==> src/hdl/tlc_pkg.sv <==
// Shared constants and carrier types of the top-level control register bank
package tlc_pkg;

  // ==========================================================
  // Register offsets
  localparam logic [7:0] OFS_DEVCTRL = 8'h00;
  localparam logic [7:0] OFS_STATA = 8'h03;
  localparam logic [7:0] OFS_ENA = 8'h04;
  localparam logic [7:0] OFS_STATB = 8'h05;
  localparam logic [7:0] OFS_ENB = 8'h06;
  localparam logic [7:0] OFS_PINCFG = 8'h09;
  localparam logic [7:0] OFS_NVMCTL = 8'h2B;
  localparam logic [7:0] OFS_ADDRL = 8'h2C;
  localparam logic [7:0] OFS_ADDRH = 8'h2D;
  localparam logic [7:0] OFS_PROGDATA = 8'h2E;
  localparam logic [7:0] OFS_PKG = 8'h34;
  localparam logic [7:0] OFS_CRCCTL = 8'h36;
  localparam logic [7:0] OFS_CRCL = 8'h37;
  localparam logic [7:0] OFS_CRCH = 8'h38;
  localparam logic [7:0] OFS_SEC = 8'h39;

  // ==========================================================
  // Field positions and widths
  localparam int DEVEN_BIT = 1;
  localparam int CHG_BIT = 0;
  localparam int NC_COPYIN_BIT = 7;
  localparam int NC_COPYOUT_BIT = 6;
  localparam int CRCEN_BIT = 0;
  localparam int SEC_GLOBAL_BIT = 4;
  localparam int SEC_W = 5;
  localparam int IRQA_W = 5;
  localparam int IRQB_W = 8;
  localparam int IRQB_ADC_BIT = 1;
  localparam int IRQA_WDOG_BIT = 0;
  localparam int NVM_AW = 14;
  localparam int TIMER_W = 12;

  // ==========================================================
  // Array map
  localparam logic [13:0] NVM_FIRST = 14'h0000;
  localparam logic [13:0] NVM_CRC_LAST = 14'h3FBF;
  localparam logic [13:0] NVM_PROT_LO = 14'h3FC0;
  localparam logic [13:0] NVM_TOP = 14'h3FFF;
  localparam logic [15:0] CRC_INIT = 16'hFFFF;
  localparam logic [15:0] CRC_POLY = 16'h1021;

  // ==========================================================
  // Timing
  localparam int CLK_PERIOD_PS = 8000;
  localparam int NVM_PROG_TIME_NS = 10000;
  localparam int NVM_PROG_CYC = (NVM_PROG_TIME_NS * 1000) / CLK_PERIOD_PS;

  // ==========================================================
  // Carriers
  typedef struct packed {
    logic wr;
    logic rd;
    logic [7:0] addr;
    logic [7:0] wdata;
  } tlc_bus_s;

  typedef struct packed {
    logic req;
    logic we;
    logic [13:0] addr;
    logic [7:0] wdata;
  } tlc_arr_req_s;

  typedef struct packed {
    logic we;
    logic re;
    logic [13:0] addr;
    logic [7:0] wdata;
  } tlc_ram_req_s;

  typedef enum logic [2:0] {
    ST_SECRD = 3'h0,
    ST_IDLE = 3'h1,
    ST_ARD = 3'h3,
    ST_AWR = 3'h2,
    ST_RRD = 3'h6,
    ST_RWT = 3'h7
  } tlc_state_e;

  typedef enum logic [2:0] {
    OP_SEC = 3'h0,
    OP_COPYIN = 3'h1,
    OP_COPYOUT = 3'h2,
    OP_BYTE = 3'h3,
    OP_CRC = 3'h4
  } tlc_op_e;

endpackage : tlc_pkg

==> src/hdl/tlc_crc16_step.sv <==
// One-byte step of the 16-bit checksum, MSB first
`timescale 1ns/1ps
`default_nettype none
module tlc_crc16_step #(
  parameter logic [15:0] POLY = 16'h1021
) (
  input wire logic [15:0] crcIn,
  input wire logic [7:0] dataIn,
  output logic [15:0] crcOut
);
  always_comb begin
    logic [15:0] c;
    c = crcIn ^ {dataIn, 8'h00};
    for (int i = 0; i < 8; i++) begin
      c = c[15] ? ({c[14:0], 1'b0} ^ POLY) : {c[14:0], 1'b0};
    end
    crcOut = c;
  end
endmodule : tlc_crc16_step
`default_nettype wire

==> src/hdl/tlc_top_regs.sv <==
// Top-level control register bank: interrupts, array controller, security
`timescale 1ns/1ps
`default_nettype none
// ==========================================================
// Overview of operation
// - Channel copy and watchdog events set status A.
// - Status bits clear on write one; reset zero.
// - Status B bits map eight peripheral sources.
// - Converter completion sets status B bit one.
// - Enable bits match status positions.
// - Pin config bit zero enables charge detection.
// - Array to shadow copy holds core reset.
// - Shadow to array copy, bit clears at end.
// - Byte program done flag, cleared on read.
// - Byte program timeout sets failure flag.
// - Address from low and upper address registers.
// - Data register write starts byte programming.
// - Byte program refused in protected top range.
// - Checksum over array excluding top bytes.
// - Package register reports option in bits 7..6.
// - Global bit forces every sector debug off.
// - Sector bits raise sectors to read blocked.
// - Levels gate debugger reads or whole debugger.
// - Security loaded from top byte after reset.
// - Top byte written only by full copy.
// - Security level never goes back down.
// - Writes other than device control need device write enable bit set.
module tlc_top_regs #(
  parameter int unsigned PROG_CYC = tlc_pkg::NVM_PROG_CYC
) (
  input wire logic mclk,
  input wire logic nrst,
  input wire tlc_pkg::tlc_bus_s bus,
  output logic [7:0] busRdata,
  input wire logic [tlc_pkg::IRQA_W-1:0] dmaWdogEvt,
  input wire logic [tlc_pkg::IRQB_W-1:0] periphEvt,
  output logic periphIrq,
  output logic chargeDetectEn,
  input wire logic [1:0] pkgStrap,
  output var tlc_pkg::tlc_arr_req_s arrReq,
  input wire logic arrAck,
  input wire logic arrFail,
  input wire logic [7:0] arrRdata,
  output var tlc_pkg::tlc_ram_req_s ramReq,
  input wire logic [7:0] ramRdata,
  output logic coreReset,
  input wire logic [13:0] dbgRdAddr,
  output logic dbgDisable,
  output logic dbgRdDeny,
  output logic [3:0] sectorRdBlock
);
  import tlc_pkg::*;

  typedef struct packed {
    tlc_state_e st;
    tlc_op_e op;
    logic [NVM_AW-1:0] addr;
    logic [7:0] data;
    logic [TIMER_W-1:0] timer;
    logic devEn;
    logic [IRQA_W-1:0] statA;
    logic [IRQA_W-1:0] enA;
    logic [IRQB_W-1:0] statB;
    logic [IRQB_W-1:0] enB;
    logic chg;
    logic copyOut;
    logic done;
    logic fail;
    logic [7:0] addrL;
    logic [7:0] addrH;
    logic [7:0] progData;
    logic crcEn;
    logic [15:0] crc;
    logic [1:0] pkg;
    logic pkgCaught;
    logic [SEC_W-1:0] sec;
    logic [7:0] rdata;
    logic irq;
    logic coreRst;
    tlc_arr_req_s arr;
    tlc_ram_req_s ram;
    logic dbgOff;
    logic dbgDeny;
    logic [3:0] rdBlock;
  } tlc_state_s;

  localparam logic [TIMER_W-1:0] TIMEOUT = TIMER_W'(PROG_CYC - 1);

  tlc_state_s r_reg;
  tlc_state_s r_next;
  logic [15:0] crcNext;
  logic wen;
  logic [NVM_AW-1:0] progAddr;

  // ==========================================================
  // Checksum datapath
  tlc_crc16_step #(.POLY(CRC_POLY)) u_crc (
    .crcIn(r_reg.crc),
    .dataIn(arrRdata),
    .crcOut(crcNext)
  );

  assign progAddr = {r_reg.addrH[5:0], r_reg.addrL};

  // ==========================================================
  // Next state
  always_comb begin
    r_next = r_reg;
    r_next.rdata = 8'h00;
    r_next.ram.we = 1'b0;
    r_next.ram.re = 1'b0;
    // Device control stays writable, else the enable could never be set
    wen = bus.wr && (r_reg.devEn || bus.addr == OFS_DEVCTRL);

    // Clear first, then events, so a coincident event survives
    r_next.statA = r_reg.statA & ~((wen && bus.addr == OFS_STATA) ? bus.wdata[IRQA_W-1:0] : '0);
    r_next.statA = r_next.statA | dmaWdogEvt;
    r_next.statB = r_reg.statB & ~((wen && bus.addr == OFS_STATB) ? bus.wdata : '0);
    r_next.statB = r_next.statB | periphEvt;
    r_next.irq = (|(r_reg.statA & r_reg.enA)) || (|(r_reg.statB & r_reg.enB));

    if (wen) begin
      case (bus.addr)
        OFS_DEVCTRL: r_next.devEn = bus.wdata[DEVEN_BIT];
        OFS_ENA: r_next.enA = bus.wdata[IRQA_W-1:0];
        OFS_ENB: r_next.enB = bus.wdata;
        OFS_PINCFG: r_next.chg = bus.wdata[CHG_BIT];
        OFS_ADDRL: r_next.addrL = bus.wdata;
        OFS_ADDRH: r_next.addrH = bus.wdata;
        OFS_PROGDATA: r_next.progData = bus.wdata;
        OFS_CRCCTL: r_next.crcEn = bus.wdata[CRCEN_BIT];
        OFS_CRCL: r_next.crc[7:0] = bus.wdata;
        OFS_CRCH: r_next.crc[15:8] = bus.wdata;
        default: ;
      endcase
    end

    if (bus.rd) begin
      case (bus.addr)
        OFS_DEVCTRL: r_next.rdata = {6'h00, r_reg.devEn, 1'b0};
        OFS_STATA: r_next.rdata = {3'h0, r_reg.statA};
        OFS_ENA: r_next.rdata = {3'h0, r_reg.enA};
        OFS_STATB: r_next.rdata = r_reg.statB;
        OFS_ENB: r_next.rdata = r_reg.enB;
        OFS_PINCFG: r_next.rdata = {7'h00, r_reg.chg};
        OFS_NVMCTL: begin
          r_next.rdata = {1'b0, r_reg.copyOut, r_reg.done, r_reg.fail, 4'h0};
          r_next.done = 1'b0;
        end
        OFS_ADDRL: r_next.rdata = r_reg.addrL;
        OFS_ADDRH: r_next.rdata = r_reg.addrH;
        OFS_PROGDATA: r_next.rdata = r_reg.progData;
        OFS_PKG: r_next.rdata = {r_reg.pkg, 6'h00};
        OFS_CRCCTL: r_next.rdata = {7'h00, r_reg.crcEn};
        OFS_CRCL: r_next.rdata = r_reg.crc[7:0];
        OFS_CRCH: r_next.rdata = r_reg.crc[15:8];
        OFS_SEC: r_next.rdata = {3'h0, r_reg.sec};
        default: r_next.rdata = 8'h00;
      endcase
    end

    // Strap is sampled once, after reset release
    if (!r_reg.pkgCaught) begin
      r_next.pkg = pkgStrap;
      r_next.pkgCaught = 1'b1;
    end

    // Debugger gating
    r_next.dbgOff = r_reg.sec[SEC_GLOBAL_BIT];
    r_next.rdBlock = r_reg.sec[SEC_GLOBAL_BIT] ? 4'hF : r_reg.sec[3:0];
    r_next.dbgDeny = r_reg.sec[SEC_GLOBAL_BIT] ||
                     (dbgRdAddr <= NVM_CRC_LAST && r_reg.sec[dbgRdAddr[13:12]]);

    unique case (r_reg.st)
      ST_SECRD: begin
        r_next.op = OP_SEC;
        r_next.addr = NVM_TOP;
        r_next.timer = '0;
        r_next.st = ST_ARD;
      end
      ST_IDLE: begin
        r_next.timer = '0;
        if (wen && bus.addr == OFS_NVMCTL && bus.wdata[NC_COPYIN_BIT]) begin
          r_next.op = OP_COPYIN;
          r_next.addr = NVM_FIRST;
          r_next.coreRst = 1'b1;
          r_next.st = ST_ARD;
        end else if (wen && bus.addr == OFS_NVMCTL && bus.wdata[NC_COPYOUT_BIT]) begin
          r_next.op = OP_COPYOUT;
          r_next.addr = NVM_FIRST;
          r_next.copyOut = 1'b1;
          r_next.st = ST_RRD;
        end else if (wen && bus.addr == OFS_PROGDATA) begin
          r_next.fail = 1'b0;
          // Top byte only changes through the full copy
          if (progAddr >= NVM_PROT_LO) begin
            r_next.done = 1'b1;
            r_next.fail = 1'b1;
          end else begin
            r_next.op = OP_BYTE;
            r_next.addr = progAddr;
            r_next.data = bus.wdata;
            r_next.st = ST_AWR;
          end
        end else if (r_reg.crcEn) begin
          r_next.op = OP_CRC;
          r_next.crc = CRC_INIT;
          r_next.addr = NVM_FIRST;
          r_next.st = ST_ARD;
        end
      end
      ST_ARD: begin
        r_next.arr = '{req: 1'b1, we: 1'b0, addr: r_reg.addr, wdata: 8'h00};
        r_next.timer = r_reg.timer + 1'b1;
        if (r_reg.arr.req && arrAck) begin
          r_next.arr.req = 1'b0;
          r_next.timer = '0;
          r_next.addr = r_reg.addr + 1'b1;
          unique case (r_reg.op)
            OP_COPYIN: begin
              r_next.ram = '{we: 1'b1, re: 1'b0, addr: r_reg.addr, wdata: arrRdata};
              if (r_reg.addr == NVM_TOP) begin
                r_next.coreRst = 1'b0;
                r_next.st = ST_IDLE;
              end
            end
            OP_CRC: begin
              r_next.crc = crcNext;
              if (r_reg.addr == NVM_CRC_LAST) begin
                r_next.crcEn = 1'b0;
                r_next.st = ST_IDLE;
              end
            end
            default: begin
              r_next.sec = arrRdata[SEC_W-1:0];
              r_next.st = ST_IDLE;
            end
          endcase
        end else if (r_reg.timer == TIMEOUT) begin
          // An array that never answers must not hang the core in reset
          r_next.arr.req = 1'b0;
          r_next.fail = 1'b1;
          r_next.coreRst = 1'b0;
          r_next.crcEn = 1'b0;
          r_next.st = ST_IDLE;
        end
      end
      ST_RRD: begin
        r_next.ram = '{we: 1'b0, re: 1'b1, addr: r_reg.addr, wdata: 8'h00};
        r_next.st = ST_RWT;
      end
      ST_RWT: begin
        if (!r_reg.ram.re) begin
          r_next.data = ramRdata;
          if (r_reg.addr == NVM_TOP) begin
            r_next.data[SEC_W-1:0] = ramRdata[SEC_W-1:0] | r_reg.sec;
          end
          r_next.timer = '0;
          r_next.st = ST_AWR;
        end
      end
      ST_AWR: begin
        r_next.arr = '{req: 1'b1, we: 1'b1, addr: r_reg.addr, wdata: r_reg.data};
        r_next.timer = r_reg.timer + 1'b1;
        if (r_reg.arr.req && arrAck) begin
          r_next.arr.req = 1'b0;
          r_next.timer = '0;
          r_next.fail = r_reg.fail | arrFail;
          if (r_reg.op == OP_BYTE) begin
            r_next.done = 1'b1;
            r_next.st = ST_IDLE;
          end else if (r_reg.addr == NVM_TOP) begin
            r_next.copyOut = 1'b0;
            r_next.st = ST_IDLE;
          end else begin
            r_next.addr = r_reg.addr + 1'b1;
            r_next.st = ST_RRD;
          end
        end else if (r_reg.timer == TIMEOUT) begin
          r_next.arr.req = 1'b0;
          r_next.fail = 1'b1;
          r_next.done = (r_reg.op == OP_BYTE) ? 1'b1 : r_next.done;
          r_next.copyOut = 1'b0;
          r_next.st = ST_IDLE;
        end
      end
      default: r_next.st = ST_IDLE;
    endcase
  end

  // ==========================================================
  // State register
  always_ff @(posedge mclk or negedge nrst) begin
    if (!nrst) begin
      r_reg <= '0;
    end else begin
      r_reg <= r_next;
    end
  end

  assign busRdata = r_reg.rdata;
  assign periphIrq = r_reg.irq;
  assign chargeDetectEn = r_reg.chg;
  assign arrReq = r_reg.arr;
  assign ramReq = r_reg.ram;
  assign coreReset = r_reg.coreRst;
  assign dbgDisable = r_reg.dbgOff;
  assign dbgRdDeny = r_reg.dbgDeny;
  assign sectorRdBlock = r_reg.rdBlock;
endmodule : tlc_top_regs
`default_nettype wire

==> config.mk <==
export PLATFORM = sky130hd
export DESIGN_NAME = tlc_top_regs
export DESIGN_NICKNAME = d
export VERILOG_FILES = /design/src/hdl/tlc_pkg.sv /design/src/hdl/tlc_crc16_step.sv /design/src/hdl/tlc_top_regs.sv
export SDC_FILE = /design/constraint.sdc
export NUM_CORES = 1
export LEC_CHECK = 0
export ABC_CLOCK_PERIOD_IN_PS = 2300
export BUFFER_PORTS_ARGS = -buffer_cell sky130_fd_sc_hd__buf_2
export CORE_AREA = 2 2 186 188
export CTS_CLUSTER_SIZE = 24
export DETAILED_ROUTE_END_ITERATION = 12
export DIE_AREA = 0 0 188 190
export PLACE_DENSITY_LB_ADDON = 0.1
export SYNTH_ARGS = -nofsm -noshare
export SYNTH_HDL_FRONTEND = slang
export SYNTH_SLANG_ARGS = --single-unit
==> constraint.sdc <==
create_clock -name mclk -period 2.3 [get_ports mclk]
set_input_delay 0.23 -clock mclk [delete_from_list [all_inputs] [get_ports mclk]]
set_output_delay 0.23 -clock mclk [all_outputs]
set_load 0.03 [all_outputs]
# Yosys cells after proc, flatten, opt, wreduce, memory -nomap -nowiden
# Cells that the tools add are included.
[totals]
in_bits = 67
wordCells = 241
reg_bits = 184
[op_classes]
bitwise_logic = 20
n_mux = 86
n_lt_le_gt_ge = 3
addsub = 2
n_reduce_logical = 45
eq_ne = 49
[op_table]
columns = ["cell", "count"]
rows = [
  ["8-bit case mux with 15 select lines", 1],
  ["13-bit two-way mux", 8],
  ["20-bit two-way mux", 5],
  ["24-bit case mux with 2 select lines", 2],
  ["16-bit two-way mux", 5],
  ["8-bit by 6-bit equality test with 1-bit output, second input constant", 9],
  ["14-bit two-way mux", 4],
  ["8-bit two-way mux", 7],
  ["14-bit case mux with 4 select lines", 1],
  ["24-bit two-way mux", 2],
  ["12-bit case mux with 3 select lines", 1],
  ["17-bit two-way mux", 2],
  ["3-bit two-way mux", 11],
  ["16-bit case mux with 2 select lines", 1],
  ["14-bit equality test, second input constant", 2],
  ["28-bit two-way mux", 1],
  ["2-bit != test, second input constant", 13],
  ["8-bit by 3-bit equality test with 1-bit output, second input constant", 3],
  ["3-bit NOT", 8],
  ["1-bit two-way mux", 18],
  ["3-bit case mux with 6 select lines", 1],
  ["8-bit bitwise AND", 2],
  ["8-bit case mux with 2 select lines", 1],
  ["2-bit AND reduction", 8],
  ["47 further kinds", 89],
]

# Longest topological paths before layout
[depth]
word_depth = 20
ltp_mapped = 9

# Modules after synthesis
# A second synthesis with hierarchy kept.
[unflattened]
hier_cells = 1034
hier_area_um2 = 9997.1
[by_module_without_submodules]
columns = ["mod", "seq_area_each_um2", "instances", "area_each_um2", "cells_each"]
rows = [
  ["tlc_top_regs", 4604.4, 1, 9594.2, 1009],
  ["tlc_crc16_step", 0.0, 1, 402.9, 25],
]

# Worst setup path before layout
# Ideal clock, no wire load.
[synth_timing]
path_kind = "register -> register"
from = "register r_reg[164] (netlist name)"
to = "register r_reg[169] (netlist name)"
period_less_slack_ps = 2029
path_buffers = 2
t_arrival_ps = 1911
slack_ps = 271
stages_incl_launch_ff = 10
cell_sequence = "dfrtp_1 -> ha_1 -> clkbuf_1 -> nand4_1 -> nor2_1 -> a41oi_1 -> o211ai_4 -> buf_6 -> nor2_1 -> o21a_1"
[synth_via]
elab_chain_len = 5
[synth_lines]
columns = ["item", "line", "source"]
rows = [
  ["start, declared", "tlc_top_regs.sv:89", "tlc_state_s r_reg;"],
  ["start signal, assigned", "tlc_top_regs.sv:297", "r_reg <= r_next;"],
  ["14-bit by 1-bit adder with 14-bit output", "tlc_top_regs.sv:218, tlc_top_regs.sv:276", ""],
  ["14-bit two-way mux", "tlc_top_regs.sv:272", "end else if (r_reg.addr == NVM_TOP) begin"],
  ["14-bit two-way mux", "tlc_top_regs.sv:269", "if (r_reg.op == OP_BYTE) begin"],
  ["14-bit two-way mux", "tlc_top_regs.sv:265", "if (r_reg.arr.req && arrAck) begin"],
  ["14-bit case mux with 4 select lines", "tlc_top_regs.sv:174", "unique case (r_reg.st)"],
]
# Parallel ways exist; a longest one is shown, timed or not. The select of a mux whose other input is x is not followed.
# A chain may end at the register's enable or synchronous reset.

# Worst setup path in the final report
[layout_timing]
from = "register r_reg[183] (netlist name)"
to = "register r_reg[160] (netlist name)"
[layout_via]
elab_chain_len = 3
[layout_lines]
columns = ["item", "line"]
rows = [
  ["3-bit by 1-bit equality test with 1-bit output / 3-bit equality test (equally long branches)", "tlc_top_regs.sv:174"],
  ["2-bit != test (no source line) / 2-bit nonzero test (equally long branches)", "--"],
  ["6-bit AND reduction (no source line)", "--"],
]
# Parallel ways exist; a longest one is shown, timed or not.

==> impl_results.md <==
- Fin nets: 1220
- Yosys top cell by area: dfrtp_1
- Max-cap violations: 0
- Number of synthesized register bits: 184
- Worst-Margin Slew: 0.875 ns
- # placed instances: 1571
- Die height: 190 um
- Post-DR vias/cell: 4.99
- IO Count: 132
- Outcome: finished, final reports clean
- Hold crit path type: input port to flop
- CTS tree: yes
- Leak Pwr: 5.31 nW
- WP data arrival: 2.42 ns
- Port Buffers: 125
- Total gr overflow: 0
- Number of global-route vias before repair: 8082
- Worst-case vdd ir drop: 602 uV
- Clock Latency Late Sink: 0.45 ns
- Worst-path clk slew: 0.07 ns
- Initial antenna violation count: 0
- Synthesized area: 9990 um2
- Setup Crit Path Kind: flop to flop
- Number of synthesized flops with an enable pin: 0
- Post-synth top area share: 46.1%
- Clk root buf: clkbuf_16
- Worst setup EP type: flop
- Rel. slew slack: 41.5%
- F_max: 483 MHz
- Power per cell area: 1070 nW/um2
- Cell count after synthesis: 1024
- FFs w/ async S/R, synth: 100%
- Data required, critical path: 2.65 ns
- Max reg flops: 104
- Skew final: 0.0130 ns
- CP max FO: 16
- Starting density of the core: 29.4%
- Setup WS pre-CTS: -0.00396 ns
- GPL Wtd Cong: 0.869
- Dpl cell area: 11200 um2
- Mapped Nets: 1094
- Leading post-synthesis cells by cell area: dfrtp_1 46%, nand2_1 7.0%, mux2_2 6.1%
- GRT Total Usage: 18.9%
- Post-synth top flop: dfrtp_1
- Antenna-violating nets left: 0
- Post-Route WL: 32.7 mm
- Crit share post-route: 90.1%
- Core area: 33900 um2
- Drt drc: 0
- RSZ-0062 raised after global routing: no
- Minimum clock period: 2.07 ns
- DR pass1 iterations: 5
- Final Worst Setup Slack: 0.228 ns
- Final Hold Fails: 0
- Vias: 8066
- Post-CTS Setup Repair Bufs: 0
- Die area: 35700 um2
- Average size of a mapped cell: 9.75 um2
- First-pass GRT wire length: 50.9 mm
- Hold slack final: 0.0197 ns
- WL per Instance: 20.2 um
- Fin util: 35.1%
- Rows: 68
- Final Cell Area: 11900 um2
- Area grow syn2layout: 19.3%
- Die W: 188 um
- Max-slew violation count: 0
- Antenna diode count: 0
- H-tree Lvls: 4
- Starting DRT DRC Count: 507
- Largest net degree at the start of global routing: 55
- CTS buffer count: 17
- Total power: 12.8 mW
- Setup TNS: 0 ns
- Post-synth cell types: 75
- Clk buf depth: 2
- Seq/Total Area, Yosys: 46.1%
- Final setup viols: 0
- Ys Warns: 0
- CP Launch Type: flop
- Finished Layout Cells: 1617
- Clock sinks: 184
- Dpl hpwl: 24.0 mm
- Flop2flop setup slack: 0.23 ns
- Share of cells above drive strength 1: 28.3%
[cell usage in the layout (no fill, tap or decap), types with 11 or more instances in the layout]
master	netlist	layout
buf_2	5	124
mux2_2	54	54
a21o_1	15	15
dfrtp_1	184	184
xnor2_1	21	21
o21ai_0	70	70
a21oi_1	37	37
buf_4	65	77
o211ai_1	12	12
nand3_1	28	28
mux2_1	11	11
a31oi_1	11	11
nand2_1	185	184
nand4_1	15	15
nor2_1	43	43
a22oi_1	12	12
mux2i_1	27	27
dlygate4sd3_1	0	15
clkbuf_16	0	17
[area by class of cell]
class                           instances  area, um2
Clock buffer                           22        484
Clock inverter                          9       92.6
Fill cell                            3475      22000
Inverter                               10       37.5
Multi-Input combinational cell        712       4610
Sequential cell                       184       4600
Tap cell                              455        569
Timing Repair Buffer                  225       1520
[cells by family (layout without fill, tap and decap cells)]
kind of cell | after synthesis | after routing | synth area share, %
AND/OR/NAND/NOR | 359 | 359 | 17.4
AO/OA/AOI/OAI | 228 | 228 | 15.4
flip-flops | 184 | 184 | 46.1
buffers and inverters | 128 | 266 | 7.98
multiplexers | 93 | 93 | 10.3
XOR/XNOR | 28 | 28 | 2.46
adder cells (fa/ha/maj) | 3 | 3 | 0.376
other | 1 | 1 | 0.0375
[critical path, cell delays in order, from the launching register on]
cell      delay [ns]
dfrtp_1         0.43
buf_4           0.17
nand2b_1        0.21
or2_2           0.45
nor2_1          0.16
o22ai_1         0.09
buf_4           0.20
o31ai_1         0.26
[power by group]
part           internal, mW  leakage [nW]  switching [mW]
logic                  1.92          2.72            3.32
registers              3.98          2.32           0.561
clock network          1.61         0.275            1.37
[path summary, 6_finish.rpt]
check / cells after the start / to / from
worst max-delay path: 7 / r_reg[160] / r_reg[183]
worst min-delay path: 2 / r_reg[70] / pkgStrap[0]
worst max register to register: 7 / r_reg[160] / r_reg[183]
worst min register to register: 2 / arrReq[21] / arrReq[21]
max in group asynchronous: 3 / r_reg[124] / nrst
min in group asynchronous: 2 / arrReq[7] / nrst
[routing by layer]
layer | part of all wire, % | global-route usage, %
met3 | 2.7 | 2.95
met2 | 49 | 31.2
met4 | 1.8 | 5.54
met5 | 0 | 0
met1 | 47 | 25.5
[what timing repair did]
action                                  in CTS  in global routing
endpoints found under the setup margin       0                  4
hold buffers                                15                  0
hold endpoints to repair                    65                  0
resized for setup                            0                  3
[synth_stat cells, types with 7 or more instances]
library cell and n:
xor2_1 7, nor2_1 43, nand4_1 15, a22oi_1 12
mux2i_1 27, mux2_2 54, mux2_1 11, nor3_1 9
or2_2 9, a21o_1 15, inv_1 10, nand3_1 28
a211oi_1 8, a21oi_1 37, buf_4 65, dfrtp_1 184
a31oi_1 11, o31ai_1 7, nand2b_1 10, and3_1 9
nand2_1 185, o211ai_1 12, o21ai_0 70, clkbuf_1 35
xnor2_1 21
Note: power is estimated with default switching activity, not from simulation.
